**config.mk**
```make
export PLATFORM = sky130hd
export DESIGN_NAME = lwc_location_watch
export DESIGN_NICKNAME = d
export VERILOG_FILES = /design/src/core/lwc_location_watch.v /design/src/core/lwc_irq_filter.v
export VERILOG_INCLUDE_DIRS = /design/src /design/src/shared
export SDC_FILE = /design/constraint.sdc
export NUM_CORES = 1
export LEC_CHECK = 0
export ABC_AREA = 1
export BUFFER_PORTS_ARGS = -buffer_cell sky130_fd_sc_hd__buf_4
export CORE_MARGIN = 3
export CORE_UTILIZATION = 53
export DETAILED_ROUTE_END_ITERATION = 6
export HOLD_SLACK_MARGIN = 0.08
export PLACE_DENSITY = 0.84
export SYNTH_ARGS = -nofsm -noshare
export SYNTH_HDL_FRONTEND = slang
export SYNTH_SLANG_ARGS = --single-unit
```
**constraint.sdc**
```tcl
create_clock -name clk_sys -period 1.9 [get_ports clk_sys]
set_clock_uncertainty 0.1 [all_clocks]
set_input_delay 0.38 -clock clk_sys [delete_from_list [all_inputs] [get_ports clk_sys]]
set_output_delay 0.38 -clock clk_sys [all_outputs]
set_load 0.01 [all_outputs]
```
**src/shared/lwc_consts.vh**
```
// Offsets, field positions, reset values and timing of the location watch block
`ifndef LWC_CONSTS_VH
`define LWC_CONSTS_VH

// Register byte offsets (bits 11:0 of haddr)
`define LWC_OFS_BASE_LOW 12'h428
`define LWC_OFS_ATTRIBUTES 12'h42C
`define LWC_OFS_COUNT_HIGH 12'h430
`define LWC_OFS_COUNT_LOW 12'h434
`define LWC_OFS_PULSE_TIMER 12'h438
`define LWC_OFS_PULSE_CTRL 12'h440
`define LWC_OFS_WATCH_STATUS 12'h444

// Location watch base and attribute fields
`define LWC_BASE_LSB 5
`define LWC_ATTR_WIDTH 8
`define LWC_ATTR_ENABLE 7
`define LWC_ATTR_SPACE_HI 6
`define LWC_ATTR_SPACE_LO 4
`define LWC_ATTR_SUPERVISOR 3
`define LWC_ATTR_USER 2
`define LWC_ATTR_PROGRAM 1
`define LWC_ATTR_DATA 0

// Address space codes
`define LWC_SPACE_A16 3'h0
`define LWC_SPACE_A24 3'h1
`define LWC_SPACE_A32 3'h2
`define LWC_SPACE_A64 3'h4

// Compare masks per space
`define LWC_MASK_A16 32'h0000FFE0
`define LWC_MASK_A24 32'h00FFFFE0
`define LWC_MASK_A32 32'hFFFFFFE0

// Pulse control fields
`define LWC_CTRL_SOURCE_HI 31
`define LWC_CTRL_SOURCE_LO 30
`define LWC_CTRL_LINE1_HI 27
`define LWC_CTRL_LINE1_LO 26
`define LWC_CTRL_LINE2_HI 25
`define LWC_CTRL_LINE2_LO 24
`define LWC_CTRL_TRIGGER 23
`define LWC_CTRL_ACTIVE 22
`define LWC_SOURCE_OFF 2'h0
`define LWC_SOURCE_LINE1 2'h1
`define LWC_SOURCE_LINE2 2'h2
`define LWC_FUNC_PULSE 2'h1

// Watch status fields
`define LWC_STATUS_HIT 0

// Reset values
`define LWC_RST_BASE_LOW 32'h00000000
`define LWC_RST_ATTRIBUTES 8'h00
`define LWC_RST_COUNT 32'h00000000
`define LWC_RST_PULSE_WIDTH 16'h0022
`define LWC_RST_FUNC 2'h0

// Timing
`define LWC_CLK_PERIOD_NS 50
`define LWC_STEP_NS 30
`define LWC_STEP_CYCLES (((`LWC_STEP_NS + `LWC_CLK_PERIOD_NS - 1) / `LWC_CLK_PERIOD_NS) < 1 ? 1 : ((`LWC_STEP_NS + `LWC_CLK_PERIOD_NS - 1) / `LWC_CLK_PERIOD_NS))
`define LWC_FILTER_SAMPLES 3

`endif

```
**src/core/lwc_location_watch.v**
```verilog
// Location watch, 64-bit event counter and broadcast pulse generator, AHB-Lite slave
//
// What this block does
// - A32 and A64 cycles compare base against address bits 31 to 5.
// - A24 cycles compare only address bits 23 to 5.
// - A16 cycles compare only address bits 15 to 5.
// - Watch reports matches only while attribute bit 7 is set.
// - Space field 000 A16, 001 A24, 010 A32, 100 A64; others reserved.
// - User cycles accepted only when attribute bit 2 is set.
// - Supervisor cycles accepted only when attribute bit 3 is set.
// - Program cycles accepted only when attribute bit 1 is set.
// - Data cycles accepted only when attribute bit 0 is set.
// - A 64-bit counter counts events on interrupt input line one or two.
// - Counter readable and writable as two 32-bit halves to preset it.
// - Pulse ends and pulse counter clears when the counter plus one equals the programmed width.
// - Pulse counter advances one step per clk_sys cycle, 50 ns (30 ns rounded up to whole clocks).
// - Pulse width field resets to 0x0022.
// - Writing zero to the pulse width is ignored.
// - Source select 00 off, 01 line one, 10 line two, 11 reserved.
// - Writing one to the trigger in pulse mode starts a pulse; reads zero.
// - Pulse active status reads high while a pulse is driven.
`timescale 1ns/100ps
`include "lwc_consts.vh"
module lwc_location_watch #(
  parameter PULSE_W = 16,
  parameter FILTER_LEN = `LWC_FILTER_SAMPLES
) (
  input wire clk_sys,
  input wire rst,
  input wire hsel,
  input wire [31:0] haddr,
  input wire [1:0] htrans,
  input wire hwrite,
  input wire [2:0] hsize,
  input wire [31:0] hwdata,
  input wire hready,
  output reg hreadyout,
  output reg hresp,
  output reg [31:0] hrdata,
  input wire vmeCycleStrobe,
  input wire [31:0] vmeAddr,
  input wire [2:0] vmeSpace,
  input wire vmeSupervisor,
  input wire vmeProgram,
  input wire irq1InLow,
  input wire irq2InLow,
  output reg irq1OutEn,
  output reg irq2OutEn,
  output reg watchHit
);

  localparam integer STEP_CYC = `LWC_STEP_CYCLES;
  localparam [31:0] STEP_LAST_FULL = STEP_CYC - 1;
  localparam [7:0] STEP_LAST = STEP_LAST_FULL[7:0];

  // Register state
  reg [31:0] baseLow;
  reg [`LWC_ATTR_WIDTH-1:0] attributes;
  reg [31:0] countHigh, countLow;
  reg [PULSE_W-1:0] pulseWidth;
  reg [1:0] counterSource, line1Func, line2Func;
  reg hitFlag;

  // Pulse generator state
  reg pulseActive;
  reg [PULSE_W-1:0] pulseCount;
  reg [7:0] stepCount;

  // Bus state
  reg wrPend, rdPend;
  reg [11:0] wrAddr, rdAddr;

  // Combinational terms
  wire addrPhase;
  wire [1:0] lineEdge;
  wire stepTick, countEvent, pulseStart;
  wire wrBaseLow, wrAttributes, wrCountHigh, wrCountLow, wrPulseTimer, wrPulseCtrl, wrStatus;
  wire spaceMatch, privAccept, typeAccept, addrMatch, hitNow;
  reg [31:0] cmpMask;
  reg spaceKnown;
  reg [63:0] next_count;
  reg next_pulseActive;
  reg [PULSE_W-1:0] next_pulseCount;
  reg [31:0] next_rdata;
  reg [1:0] next_line1Func, next_line2Func;

  assign addrPhase = hsel && htrans[1] && hready;

  // Input filters, one per interrupt input line
  genvar gi;
  generate
    for (gi = 0; gi < 2; gi = gi + 1)
    begin : gLine
      lwc_irq_filter #(
        .FILTER_LEN(FILTER_LEN)
      ) uFilter (
        .clk_sys(clk_sys),
        .rst(rst),
        .lineLow(gi == 0 ? irq1InLow : irq2InLow),
        .edgeSeen(lineEdge[gi])
      );
    end
  endgenerate

  // Write strobes in the data phase
  assign wrBaseLow = wrPend && (wrAddr == `LWC_OFS_BASE_LOW);
  assign wrAttributes = wrPend && (wrAddr == `LWC_OFS_ATTRIBUTES);
  assign wrCountHigh = wrPend && (wrAddr == `LWC_OFS_COUNT_HIGH);
  assign wrCountLow = wrPend && (wrAddr == `LWC_OFS_COUNT_LOW);
  assign wrPulseTimer = wrPend && (wrAddr == `LWC_OFS_PULSE_TIMER);
  assign wrPulseCtrl = wrPend && (wrAddr == `LWC_OFS_PULSE_CTRL);
  assign wrStatus = wrPend && (wrAddr == `LWC_OFS_WATCH_STATUS);

  // Location compare width per monitored space
  always @*
  begin
    cmpMask = 32'h00000000;
    spaceKnown = 1'b1;
    case (attributes[`LWC_ATTR_SPACE_HI:`LWC_ATTR_SPACE_LO])
      `LWC_SPACE_A16: cmpMask = `LWC_MASK_A16;
      `LWC_SPACE_A24: cmpMask = `LWC_MASK_A24;
      `LWC_SPACE_A32: cmpMask = `LWC_MASK_A32;
      `LWC_SPACE_A64: cmpMask = `LWC_MASK_A32;
      default: spaceKnown = 1'b0;
    endcase
  end

  assign spaceMatch = spaceKnown &&
    (vmeSpace == attributes[`LWC_ATTR_SPACE_HI:`LWC_ATTR_SPACE_LO]);
  assign privAccept = vmeSupervisor ? attributes[`LWC_ATTR_SUPERVISOR]
    : attributes[`LWC_ATTR_USER];
  assign typeAccept = vmeProgram ? attributes[`LWC_ATTR_PROGRAM]
    : attributes[`LWC_ATTR_DATA];
  assign addrMatch = (((vmeAddr ^ baseLow) & cmpMask) == 32'h00000000);
  assign hitNow = vmeCycleStrobe && attributes[`LWC_ATTR_ENABLE] && spaceMatch
    && privAccept && typeAccept && addrMatch;

  // Event counter source
  assign countEvent = ((counterSource == `LWC_SOURCE_LINE1) && lineEdge[0]) ||
    ((counterSource == `LWC_SOURCE_LINE2) && lineEdge[1]);

  // Counter next value; a preset write wins over a coincident event in the half it writes
  always @*
  begin
    next_count = {countHigh, countLow};
    if (countEvent)
    begin
      next_count = next_count + 64'h0000000000000001;
    end
    if (wrCountLow)
    begin
      next_count[31:0] = hwdata;
    end
    if (wrCountHigh)
    begin
      next_count[63:32] = hwdata;
    end
  end

  // Pulse steps
  assign stepTick = (stepCount == STEP_LAST);
  always @(posedge clk_sys)
  begin
    if (rst || !pulseActive || stepTick)
    begin
      stepCount <= 8'h00;
    end
    else
    begin
      stepCount <= stepCount + 8'h01;
    end
  end

  // Function fields as they stand after this cycle
  always @*
  begin
    next_line1Func = line1Func;
    next_line2Func = line2Func;
    if (wrPulseCtrl)
    begin
      next_line1Func = hwdata[`LWC_CTRL_LINE1_HI:`LWC_CTRL_LINE1_LO];
      next_line2Func = hwdata[`LWC_CTRL_LINE2_HI:`LWC_CTRL_LINE2_LO];
    end
  end

  // Trigger only in pulse mode and only while idle
  assign pulseStart = wrPulseCtrl && hwdata[`LWC_CTRL_TRIGGER] && !pulseActive &&
    ((next_line1Func == `LWC_FUNC_PULSE) || (next_line2Func == `LWC_FUNC_PULSE));

  always @*
  begin
    next_pulseActive = pulseActive;
    next_pulseCount = pulseCount;
    if (pulseStart)
    begin
      next_pulseActive = 1'b1;
      next_pulseCount = {PULSE_W{1'b0}};
    end
    else if (pulseActive && stepTick)
    begin
      if ((pulseCount + 1'b1) == pulseWidth)
      begin
        next_pulseActive = 1'b0;
        next_pulseCount = {PULSE_W{1'b0}};
      end
      else
      begin
        next_pulseCount = pulseCount + 1'b1;
      end
    end
  end

  always @(posedge clk_sys)
  begin
    if (rst)
    begin
      pulseActive <= 1'b0;
      pulseCount <= {PULSE_W{1'b0}};
      irq1OutEn <= 1'b0;
      irq2OutEn <= 1'b0;
    end
    else
    begin
      pulseActive <= next_pulseActive;
      pulseCount <= next_pulseCount;
      irq1OutEn <= next_pulseActive && (next_line1Func == `LWC_FUNC_PULSE);
      irq2OutEn <= next_pulseActive && (next_line2Func == `LWC_FUNC_PULSE);
    end
  end

  // Register writes
  always @(posedge clk_sys)
  begin
    if (rst)
    begin
      baseLow <= `LWC_RST_BASE_LOW;
      attributes <= `LWC_RST_ATTRIBUTES;
      countHigh <= `LWC_RST_COUNT;
      countLow <= `LWC_RST_COUNT;
      pulseWidth <= `LWC_RST_PULSE_WIDTH;
      counterSource <= `LWC_SOURCE_OFF;
      line1Func <= `LWC_RST_FUNC;
      line2Func <= `LWC_RST_FUNC;
      hitFlag <= 1'b0;
      watchHit <= 1'b0;
    end
    else
    begin
      countHigh <= next_count[63:32];
      countLow <= next_count[31:0];
      line1Func <= next_line1Func;
      line2Func <= next_line2Func;
      watchHit <= hitNow;
      if (wrBaseLow)
      begin
        baseLow <= {hwdata[31:`LWC_BASE_LSB], 5'h00};
      end
      if (wrAttributes)
      begin
        attributes <= hwdata[`LWC_ATTR_WIDTH-1:0];
      end
      if (wrPulseTimer && (hwdata[PULSE_W-1:0] != {PULSE_W{1'b0}}))
      begin
        pulseWidth <= hwdata[PULSE_W-1:0];
      end
      if (wrPulseCtrl)
      begin
        counterSource <= hwdata[`LWC_CTRL_SOURCE_HI:`LWC_CTRL_SOURCE_LO];
      end
      // Set wins over a write-one clear
      if (hitNow)
      begin
        hitFlag <= 1'b1;
      end
      else if (wrStatus && hwdata[`LWC_STATUS_HIT])
      begin
        hitFlag <= 1'b0;
      end
    end
  end

  // Read data selection
  always @*
  begin
    next_rdata = 32'h00000000;
    if (rdAddr == `LWC_OFS_BASE_LOW)
    begin
      next_rdata = baseLow;
    end
    else if (rdAddr == `LWC_OFS_ATTRIBUTES)
    begin
      next_rdata[`LWC_ATTR_WIDTH-1:0] = attributes;
    end
    else if (rdAddr == `LWC_OFS_COUNT_HIGH)
    begin
      next_rdata = countHigh;
    end
    else if (rdAddr == `LWC_OFS_COUNT_LOW)
    begin
      next_rdata = countLow;
    end
    else if (rdAddr == `LWC_OFS_PULSE_TIMER)
    begin
      next_rdata[PULSE_W-1:0] = pulseWidth;
    end
    else if (rdAddr == `LWC_OFS_PULSE_CTRL)
    begin
      next_rdata[`LWC_CTRL_SOURCE_HI:`LWC_CTRL_SOURCE_LO] = counterSource;
      next_rdata[`LWC_CTRL_LINE1_HI:`LWC_CTRL_LINE1_LO] = line1Func;
      next_rdata[`LWC_CTRL_LINE2_HI:`LWC_CTRL_LINE2_LO] = line2Func;
      next_rdata[`LWC_CTRL_ACTIVE] = pulseActive;
    end
    else if (rdAddr == `LWC_OFS_WATCH_STATUS)
    begin
      next_rdata[`LWC_STATUS_HIT] = hitFlag;
    end
  end

  // AHB-Lite slave: writes without wait, reads with one wait state
  always @(posedge clk_sys)
  begin
    if (rst)
    begin
      wrPend <= 1'b0;
      wrAddr <= 12'h000;
      rdPend <= 1'b0;
      rdAddr <= 12'h000;
      hreadyout <= 1'b1;
      hresp <= 1'b0;
      hrdata <= 32'h00000000;
    end
    else
    begin
      hresp <= 1'b0;
      wrPend <= addrPhase && hwrite;
      if (addrPhase)
      begin
        wrAddr <= {haddr[11:2], 2'b00};
        rdAddr <= {haddr[11:2], 2'b00};
      end
      if (addrPhase && !hwrite)
      begin
        rdPend <= 1'b1;
        hreadyout <= 1'b0;
      end
      else if (rdPend)
      begin
        rdPend <= 1'b0;
        hreadyout <= 1'b1;
        hrdata <= next_rdata;
      end
      else
      begin
        hreadyout <= 1'b1;
      end
    end
  end

endmodule // lwc_location_watch

```
**src/core/lwc_irq_filter.v**
```verilog
// Glitch filter and falling-edge detector for one active-low interrupt input
`timescale 1ns/100ps
module lwc_irq_filter #(
  parameter FILTER_LEN = 3
) (
  input wire clk_sys,
  input wire rst,
  input wire lineLow,
  output reg edgeSeen
);

  reg [FILTER_LEN-1:0] history;
  reg stableLevel;

  // A level counts only after FILTER_LEN equal samples
  always @(posedge clk_sys)
  begin
    if (rst)
    begin
      history <= {FILTER_LEN{1'b1}};
      stableLevel <= 1'b1;
      edgeSeen <= 1'b0;
    end
    else
    begin
      history <= {history[FILTER_LEN-2:0], lineLow};
      edgeSeen <= 1'b0;
      if (stableLevel && (history == {FILTER_LEN{1'b0}}))
      begin
        stableLevel <= 1'b0;
        edgeSeen <= 1'b1;
      end
      else if (history == {FILTER_LEN{1'b1}})
      begin
        stableLevel <= 1'b1;
      end
    end
  end

endmodule // lwc_irq_filter

```
==> results_dict.tcl, run 1 <==
set metrics [dict create \
    die_w_um 156.6 \
    place_congestion 1.065 \
    post-synth-top-area-fraction 0.3416 \
    grt_usage 0.7966 \
    htreeDepth 1 \
    synth_edf_count 0 \
    ys_ff_latch 205 \
    async_flop_share 0 \
    start_util 0.5455 \
    synthCells 1818 \
    std_cell_rows 54 \
    grt_remaining_overflow 453 \
    die_y_um 156.6 \
    synth_cell_type_count 55 \
    ys_seq_area_frac 0.3416 \
    synth-simple-area-share 0.3188 \
    syn-cell-area_sq_um 12020 \
    synth_fa_ha_area_frac 0.004165 \
    yosys.area.top_type "dfxtp_1" \
    clk_path_buf_depth 3 \
    error "[ERROR GRT-0232] Routing congestion too high. Check the congestion heatmap in the GUI." \
    cts_root_buffer "clkbuf_16" \
    cts_buffers 24 \
    status "aborted with a tool error" \
    cts_sinks 205 \
    ys.flop_type "dfxtp_1" \
    worst_endpoint_kind "register data pin" \
    synthesis.nets 1936 \
    placed_area_sq_um 15750 \
    grt_max_degree 53 \
    io_pins 151 \
    failing_step "global routing (5_1_grt)" \
    synth_compound_area_frac 0.1948 \
    port_buffers 118 \
    synth_top_family_by_area "simple AND/OR/NAND/NOR gates" \
    synthesis.yosys.warnings 0 \
    synth.avg_cell_area_sq_um 6.609 \
    synth_area_leaders "dfxtp_1 (34%), nand2_1 (13%), inv_1 (7.7%)" \
    synthMuxAreaShare 0 \
    hpwl_mm 40.27 \
    crit_endpoint "irq2OutEn$_SDFF_PP0_/D" \
    synth_xor_area_frac 0.03759 \
]
Yosys cell counts (all sizes together), types with 13 or more instances:
master	instances
nor3	49
clkbuf	45
nand2	418
nand4	52
inv	255
dfxtp	205
nand3	122
o21ai	143
nor4	13
buf	18
nor2	161
a21oi	164
o22ai	17
o211ai	25
xnor2	14
xor2	35
metrics by stage:
| step | setup WS (ns) | instances | TNS, ns | hold slack, ns | utilization |
|---|---|---|---|---|---|
| after CTS | -0.1772 | 2600 | -5.205 | 0.08042 | 0.8319 |
| after global placement | -0.3356 | 2492 | -11.85 | 0.3171 | 0.7152 |
| after detailed placement | -0.4134 | 2492 | -19.68 | 0.3316 | 0.7152 |
| after floorplan | -0.006136 | 1818 | -0.006136 | 0.3083 | - |
routing by layer:
metal  track usage  GRT overflow
met1        0.7648             4
met2        0.9879           300
met3        0.6220             4
met4        0.8499           145
met5        0.3135             0
timing repair:
item                                    CTS
hold buffers                             19
hold endpoints to repair                 23
pin swaps                                76
endpoints found under the setup margin  153
buffers inserted                         32
gates cloned                             13
gates resized for setup                 260
logic make-up after synthesis:
| logic type | after synthesis |
|---|---|
| AOI/OAI and AO/OA | 404 |
| xor gates and xnor gates | 50 |
| adders and majority gates | 4 |
| buffers and inverters | 319 |
| DFF | 205 |
| other | 1 |
| and+or+nand+nor | 835 |
==> inputs of run 2 (changes only) <==
CORE_UTILIZATION = 40   (was 53)
HOLD_SLACK_MARGIN = not set   (was 0.08)
PLACE_DENSITY = not set   (was 0.84)
PLACE_DENSITY_LB_ADDON = 0.15   (was not set)
clock period = 2.47 ns   (was 1.9 ns; I/O delays follow)
==> results_dict.tcl, run 2 <==
set metrics [dict create \
    grt_usage 0.2857 \
    port_buffers 118 \
    placed_area_sq_um 13840 \
    die_area_sq_um 32150 \
    cp_max_fo 6 \
    peakVddDrop_v 0.0004361 \
    drc 0 \
    worst_slew_margin_rel 0.4340 \
    start_util 0.4119 \
    p_int_mw 5.508 \
    hp-class "input port to flip-flop" \
    crit_slowest_cell "nor4_4" \
    wirelength_mm 46.97 \
    synthCells 1818 \
    antenna_found_initial 1 \
    pwr-share-clk 0.484 \
    ant_nets 0 \
    std_cell_rows 62 \
    final_util 0.5042 \
    setup_viol 0 \
    final_hold_viol_count 0 \
    vias_per_cell 5.452 \
    period_needed_ns 2.382 \
    crit_type "flip-flop to flip-flop" \
    cp.required_ns 2.82 \
    synth_common_cells "nand2_1 (409), inv_1 (245), dfxtp_1 (205), a21oi_1 (152), nor2_1 (143)" \
    wl_per_cell_um 19.58 \
    final_cell_area_sq_um 14710 \
    synthesis.yosys.warnings 0 \
    p_per_area_nw_per_um2 494.5 \
    reg.largest.list "countHigh: 32 flops, countLow: 32 flops, hrdata: 32 flops" \
    ys_seq_area_frac 0.3416 \
    pwr-share-seq 0.459 \
    dp_cells 2352 \
    critPathTopFamily "simple AND/OR/NAND/NOR gates" \
    place_congestion 1.028 \
    max_stage_delay_ns 0.58 \
    cts_sinks 205 \
    grt_pass1_vias 12050 \
    r2r_start "rdAddr[5]" \
    p_leak_nw 5.724 \
    hpwl_mm 37.00 \
    crit_cells 8 \
    grt_max_degree 43 \
    async_flop_share 0 \
    cts_root_buffer "clkbuf_16" \
    crit_start "rdAddr[5]" \
    clk_latency_ns 0.53 \
    tightest_slew_ns 0.8480 \
    cts.reportedPaths.clkPinSlew_ns 0.06 \
    synth_area_leaders "dfxtp_1 (34%), nand2_1 (13%), inv_1 (7.7%)" \
    ys.flop_type "dfxtp_1" \
    start_kind "flip-flop" \
    first_pass_iters 6 \
    final_cell_mix "nand2_1 (405), inv_1 (244), buf_4 (214)" \
    fin_nets 2116 \
    cp_cell_sequence "nand2_2 > buf_4 > nor4_4 > buf_4 > nand2_1 > o2111ai_1 > nand2_1 > a21oi_1" \
    post-synth-top-area-fraction 0.3416 \
    drive_gt1_frac 0.1732 \
    drv_cap 0 \
    io_pins 151 \
    mostFrequentLayoutCell "nand2_1" \
    pwr-share-comb 0.058 \
    status "completed" \
    rr_worst_depth 8 \
    grt_pass1_wl_mm 70.32 \
    diodes 0 \
    post-place-ws_ns 0.1147 \
    final_cell_count_no_fill 2399 \
    syn2layout_area_growth_pct 22.39 \
    htreeDepth 1 \
    finalCritPeriodShare 0.9643 \
    core_sq_um 29170 \
    cts_buffers 24 \
    synthesis.nets 1936 \
    r2r-end "hrdata[22]" \
    cp-end-kind "flip-flop" \
    syn-cell-area_sq_um 12020 \
    crit_buf_inv 2 \
    max_freq_ghz 0.4199 \
    cts_tree "done" \
    die_y_um 179.3 \
    tns_ns 0 \
    die_w_um 179.3 \
    clk_path_buf_depth 3 \
    crit_end "hrdata[22]" \
    synth.avg_cell_area_sq_um 6.609 \
    setup_slack_ns 0.08827 \
    grt_remaining_overflow 0 \
    ys_ff_latch 205 \
    p_sw_mw 1.764 \
    r2r_slack_ns 0.09 \
    yosys.area.top_type "dfxtp_1" \
    synth_edf_count 0 \
    critical_path_arrival_ns 2.73 \
    synth.most_common_cell "nand2_1" \
    vias 13080 \
    slew_violations 0 \
    synth_cell_type_count 55 \
    drtIter0Drc 1204 \
    swShare 0.2426 \
]
-- run 2: cell counts after synthesis --
No cell type changed its count.
-- run 2: how the worst min path moves through the flow --
| stage | slack (ns) | depth (start not counted) | start | to |
|---|---|---|---|---|
| 3_3_place_gp | 0.32 | 2 | gLine[1].uFilter.stableLevel | gLine[1].uFilter.edgeSeen |
| 3_5_place_dp | 0.32 | 2 | gLine[1].uFilter.stableLevel | gLine[1].uFilter.edgeSeen |
| 5_1_grt | 0.04 | 2 | irq1InLow | gLine[0].uFilter.history[0] |
| 2_1_floorplan | 0.31 | 2 | gLine[0].uFilter.stableLevel | gLine[0].uFilter.edgeSeen |
| 4_1_cts | 0.04 | 2 | irq2InLow | gLine[1].uFilter.history[0] |
| 6_report | 0.05 | 2 | irq2InLow | gLine[1].uFilter.history[0] |
-- run 2: layout make-up --
cell class / count / area [sq um]
Fill cell: 3025 / 14460
Multi-Input combinational cell: 1296 / 6765
Sequential cell: 205 / 4106
Timing Repair Buffer: 215 / 1627
Inverter: 256 / 968.4
Clock buffer: 33 / 675.6
Tap cell: 384 / 480.5
Clock inverter: 10 / 82.58
-- run 2: logic make-up after synthesis --
family                     Yosys count  synth area share
and+or+nand+nor                    835            0.3188
AOI/OAI and AO/OA                  404            0.1948
buffers and inverters              319            0.1028
DFF                                205            0.3416
xor gates and xnor gates            50           0.03759
adders and majority gates            4          0.004166
other                                1         0.0003121
-- run 2: timing repair --
item / in CTS / in global routing
setup endpoints to repair: 0 / 26
setup buffers: 0 / 2
hold buffers: 0 / 0
gates resized for setup: 0 / 23
-- run 2: metal layers --
metal,GRT usage,vias to the layer above,part of all wire
li1,-,6416,-
met1,0.3691,6055,0.42
met2,0.4774,493,0.46
met3,0.03367,116,0.064
met4,0.1305,0,0.055
met5,0,-,0
-- run 2: power groups by stage --
stage	Sequential [mW]	Combinational (mW)	Clock, mW
after floorplan	3.41	0.163	0
after global placement	3.41	0.410	0
after detailed placement	3.41	0.412	0
after CTS	3.34	0.414	3.56
after global routing	3.34	0.448	3.68
final	3.34	0.420	3.52
-- run 2: through the flow --
| step | hold slack (ns) | total power, mW |
|---|---|---|
| after floorplan | 0.3083 | 3.572 |
| after global placement | 0.3160 | 3.819 |
| after detailed placement | 0.3158 | 3.822 |
| after CTS | 0.03571 | 7.308 |
| after global routing | 0.03542 | 7.459 |
| final | 0.05247 | 7.272 |
Power figures use the tool's default switching activity.
==> inputs of run 3 (changes only) <==
CORE_ASPECT_RATIO = 1.75   (was not set)
RECOVER_POWER = 25   (was not set)
==> results_dict.tcl, run 3 (synthesis gave the netlist of run 2 again) <==
set metrics [dict create \
    finalCritPeriodShare 0.9626 \
    std_cell_rows 83 \
    start_kind "flip-flop" \
    vias_per_cell 5.458 \
    clk_path_buf_depth 3 \
    mostFrequentLayoutCell "nand2_1" \
    fill_cells 3134 \
    wirelength_mm 50.00 \
    final_cell_mix "nand2_1 (396), inv_1 (244), buf_4 (209)" \
    crit_start "rdAddr[5]" \
    multi_input_area_sq_um 6779 \
    setup_viol 0 \
    violations "DRC" \
    ant_nets 0 \
    crit_type "flip-flop to flip-flop" \
    fin_nets 2146 \
    cts_sinks 205 \
    critical_path_arrival_ns 2.77 \
    die_area_sq_um 32240 \
    hp-class "input port to flip-flop" \
    vias 13240 \
    drv_cap 0 \
    htreeDepth 1 \
    tns_ns 0 \
    p_leak_nw 5.792 \
    core_sq_um 29490 \
    dp_cells 2382 \
    syn2layout_area_growth_pct 23.97 \
    hpwl_mm 39.75 \
    wl_per_cell_um 20.61 \
    port_buffers 118 \
    cts.reportedPaths.clkPinSlew_ns 0.06 \
    drive_gt1_frac 0.1761 \
    max_freq_ghz 0.4206 \
    rr_worst_depth 6 \
    r2r_slack_ns 0.09 \
    cts_tree "done" \
    cp.required_ns 2.86 \
    regArea_sq_um 4114 \
    final_cell_count_no_fill 2426 \
    peakVddDrop_v 0.0005214 \
    worst_slew_margin_rel 0.4506 \
    grt_pass1_wl_mm 75.03 \
    start_util 0.4074 \
    io_pins 151 \
    tightest_slew_ns 0.8178 \
    slew_violations 0 \
    drc 1 \
    ctsHoldBuffers 0 \
    r2r_start "rdAddr[5]" \
    grt_max_degree 101 \
    cts_root_buffer "clkbuf_16" \
    grt_usage 0.3054 \
    final_cell_area_sq_um 14900 \
    grt_pass1_vias 13100 \
    die_y_um 235.3 \
    antenna_found_initial 0 \
    clk_latency_ns 0.55 \
    crit_end "hrdata[21]" \
    die_w_um 137.0 \
    p_per_area_nw_per_um2 496.7 \
    cp-end-kind "flip-flop" \
    place_congestion 0.9790 \
    drtIter0Drc 898 \
    first_pass_iters 7 \
    diodes 0 \
    status "finished with violations" \
    cp_max_fo 12 \
    final_hold_viol_count 0 \
    reg.largest.list "countHigh: 32 flops, countLow: 32 flops, hrdata: 32 flops" \
    period_needed_ns 2.378 \
    cts_buffers 23 \
    r2r-end "hrdata[21]" \
    grt_remaining_overflow 0 \
    placed_area_sq_um 14090 \
]
## run 3: cell count changes in the layout (fill, tap and decap cells not counted), moves of 4 or more
cell      before  now
buf_4        214  209
nand2_1      405  396
nand2_2       11   18
dfxtp_1      203  199
clkbuf_1       6   37
## run 3: critical path, stage by stage, from the launching register on
cell	delay, ns
dfxtp_1	0.44
nand2_2	0.19
nor3_4	0.27
nand2_1	0.38
o22ai_1	0.56
buf_4	0.20
o221a_2	0.17
## run 3: timing repair
item | 4_1_cts | 5_1_grt
setup buffers | 0 | 3
resized for setup | 3 | 36
pin swaps | 0 | 9
endpoints found under the setup margin | 15 | 22
## run 3: layer usage
layer,GRT usage,share of wire,vias to the layer above
li1,-,-,6478
met2,0.5486,0.51,432
met1,0.3178,0.35,6146
met3,0.02630,0.042,185
met5,0,0,-
met4,0.2361,0.097,0
## run 3: area by class of cell
| type | count | area share |
|---|---|---|
| Multi-Input combinational cell | 1294 | 0.4551 |
| Sequential cell | 205 | 0.2762 |
| Timing Repair Buffer | 248 | 0.1189 |
| Inverter | 256 | 0.06468 |
| Clock buffer | 29 | 0.04217 |
| Tap cell | 382 | 0.03209 |
| Clock inverter | 12 | 0.01092 |
## run 3: through the flow
| stage | utilization | setup WS, ns | total power [mW] | hold WS (ns) |
|---|---|---|---|---|
| 6_report | 0.5050 | 0.09241 | 7.398 | 0.02580 |
| 5_1_grt | 0.5050 | -0.03448 | 7.595 | 0.02152 |
| 4_1_cts | 0.5052 | 0.01396 | 7.457 | 0.01253 |
| 3_5_place_dp | 0.4779 | -0.04472 | 3.803 | 0.3223 |
| 3_3_place_gp | 0.4779 | -0.02270 | 3.800 | 0.3167 |
| 2_1_floorplan | - | 0.5153 | 3.572 | 0.3083 |
## run 3: how the worst min path moves through the flow
stage                                      start                           to  slack [ns]  depth (start not counted)
finish                                 irq1InLow  gLine[0].uFilter.history[0]        0.03                          2
global placement    gLine[0].uFilter.stableLevel    gLine[0].uFilter.edgeSeen        0.32                          2
floorplan           gLine[0].uFilter.stableLevel    gLine[0].uFilter.edgeSeen        0.31                          2
global route                           irq1InLow  gLine[0].uFilter.history[0]        0.02                          2
CTS                                    irq1InLow  gLine[0].uFilter.history[0]        0.01                          2
detailed placement  gLine[1].uFilter.stableLevel    gLine[1].uFilter.edgeSeen        0.32                          2
## run 3: where the power goes
part	internal [mW]	total (mW)	switching, mW	leakage [nW]
combinational	0.152	0.390	0.238	3.75
clock	2.13	3.67	1.54	0.385
sequential	3.32	3.33	0.0116	1.66
total	5.61	7.40	1.79	5.79
==> inputs of run 4 (changes only) <==
SYNTH_HIERARCHICAL = 1   (was not set)
==> results_dict.tcl, run 4 <==
set metrics [dict create \
    drv_cap 0 \
    cp_max_fo 6 \
    synth_area_leaders "dfxtp_1 (34%), nand2_1 (13%), inv_1 (7.0%)" \
    drtIter0Drc 948 \
    cts.reportedPaths.clkPinSlew_ns 0.06 \
    reg.largest.list "countHigh: 32 flops, countLow: 32 flops, hrdata: 32 flops" \
    syn2layout_area_growth_pct 21.44 \
    grt_remaining_overflow 0 \
    hp-class "input port to flip-flop" \
    cp_cell_sequence "ha_2 > nand3_2 > inv_2 > nand2_4 > nor2_4 > nand2_4 > nor2_4 > nand3_1 > buf_4 > a21oi_1 > o21ai_0 > a31oi_1" \
    setup_slack_ns 0.1359 \
    first_pass_iters 5 \
    start_kind "flip-flop" \
    p_leak_nw 5.559 \
    drive_gt1_frac 0.1546 \
    grt_max_degree 63 \
    ctsHoldBuffers 0 \
    ys.flop_type "dfxtp_1" \
    max_stage_delay_ns 0.39 \
    crit_slowest_cell "dfxtp_1" \
    synth.most_common_cell "nand2_1" \
    tns_ns 0 \
    multi_input_area_sq_um 6718 \
    peakVddDrop_v 0.0005840 \
    holdWs_ns 0.04100 \
    mostFrequentLayoutCell "nand2_1" \
    start_util 0.4069 \
    synthesis.yosys.warnings 6 \
    die_w_um 136.9 \
    synth_cell_type_count 50 \
    pwr-share-seq 0.456 \
    max_freq_ghz 0.4284 \
    rsz0062_at_grt "true" \
    worst_slew_margin_rel 0.4775 \
    fin_nets 2128 \
    core_sq_um 29490 \
    drc 0 \
    status "completed" \
    grt_pass1_vias 12660 \
    cts_sinks 205 \
    synth_edf_count 0 \
    power_mw 7.327 \
    ant_nets 0 \
    cts_tree "done" \
    post-place-ws_ns 0.1293 \
    fill_cells 3156 \
    die_area_sq_um 32200 \
    placed_area_sq_um 13880 \
    tightest_slew_ns 0.7837 \
    io_pins 151 \
    diodes 0 \
    ys_seq_area_frac 0.3420 \
    async_flop_share 0 \
    synthCells 1829 \
    htreeDepth 1 \
    vias 13140 \
    cp.required_ns 2.82 \
    port_buffers 118 \
    pwr-share-clk 0.492 \
    grt_usage 0.3212 \
    cts_buffers 22 \
    final_cell_mix "nand2_1 (427), inv_1 (224), dfxtp_1 (204)" \
    p_sw_mw 1.723 \
    hpwl_mm 42.24 \
    synthesis.nets 1947 \
    clk_path_buf_depth 3 \
    cp-end-kind "flip-flop" \
    cts_root_buffer "clkbuf_16" \
    vias_per_cell 5.458 \
    grt_pass1_wl_mm 77.36 \
    critical_path_arrival_ns 2.69 \
    setup_viol 0 \
    p_int_mw 5.604 \
    wl_per_cell_um 22.05 \
    place_congestion 0.9960 \
    regArea_sq_um 4105 \
    finalCritPeriodShare 0.9450 \
    clk_latency_ns 0.53 \
    antenna_found_initial 0 \
    syn-cell-area_sq_um 12000 \
    ys_ff_latch 205 \
    yosys.area.top_type "dfxtp_1" \
    die_y_um 235.1 \
    pwr-share-comb 0.051 \
    post-synth-top-area-fraction 0.3420 \
    final_cell_area_sq_um 14570 \
    period_needed_ns 2.334 \
    p_per_area_nw_per_um2 502.8 \
    synth.avg_cell_area_sq_um 6.561 \
    slew_violations 0 \
    std_cell_rows 83 \
    final_hold_viol_count 0 \
    synth_common_cells "nand2_1 (427), inv_1 (225), dfxtp_1 (205), nor2_1 (181), a21oi_1 (125)" \
    swShare 0.2351 \
    wirelength_mm 53.08 \
    crit_type "flip-flop to flip-flop" \
]
run 4: worst paths after layout:
kind	from	end	slack, ns	depth (start not counted)
min	irq1InLow	gLine[0].uFilter/history[0]	0.04	2
max	countLow[1]	countHigh[14]	0.14	12
min reg2reg	gLine[1].uFilter/stableLevel	gLine[1].uFilter/edgeSeen	0.33	2
max reg2reg	countLow[1]	countHigh[14]	0.14	12
run 4: critical path, delay by kind of cell, from the launching register on:
family	cells	cell delay, ns
compound gates	3	0.33
fa+ha+maj	1	0.24
buf+inv	2	0.33
flops	1	0.39
simple gates	6	0.84
run 4: power groups by stage:
stage	Sequential [mW]	Clock [mW]	Combinational (mW)
global placement	3.42	0	0.378
global route	3.34	3.77	0.400
detailed placement	3.42	0	0.379
floorplan	3.42	0	0.143
CTS	3.34	3.66	0.380
finish	3.34	3.61	0.376
run 4: per-stage QoR:
step / std cells / utilization
floorplan: 1829 / -
global route: 2407 / 0.4941
finish: 2407 / 0.4941
detailed placement: 2367 / 0.4706
CTS: 2406 / 0.4969
global placement: 2367 / 0.4706
run 4: cell families after synthesis:
logic type	Yosys count	share of synthesized area
and+or+nand+nor	882	0.3280
AOI/OAI and AO/OA	382	0.1869
buffers and inverters	303	0.09947
DFF	205	0.3420
xor gates and xnor gates	52	0.03910
adders and majority gates	4	0.004171
other	1	0.0003125
run 4: repair_timing:
| action | CTS | global route |
|---|---|---|
| gates resized for setup | 0 | 9 |
| setup endpoints to repair | 0 | 24 |
| buffers inserted | 0 | 1 |
run 4: layout make-up:
type	count	share of cell area
multi-input combinational	1321	0.4610
clock inverter	9	0.009359
clock buffer	30	0.04396
timing repair buffer	223	0.1100
sequential	205	0.2817
inverter	237	0.06122
tap	382	0.03280
run 4: per-layer routing:
| metal | vias to the layer above | GRT usage | share of wire |
|---|---|---|---|
| met2 | 403 | 0.5735 | 0.51 |
| li1 | 6446 | - | - |
| met4 | 0 | 0.2107 | 0.079 |
| met3 | 151 | 0.03486 | 0.042 |
| met1 | 6138 | 0.3495 | 0.36 |
| met5 | - | 0 | 0 |
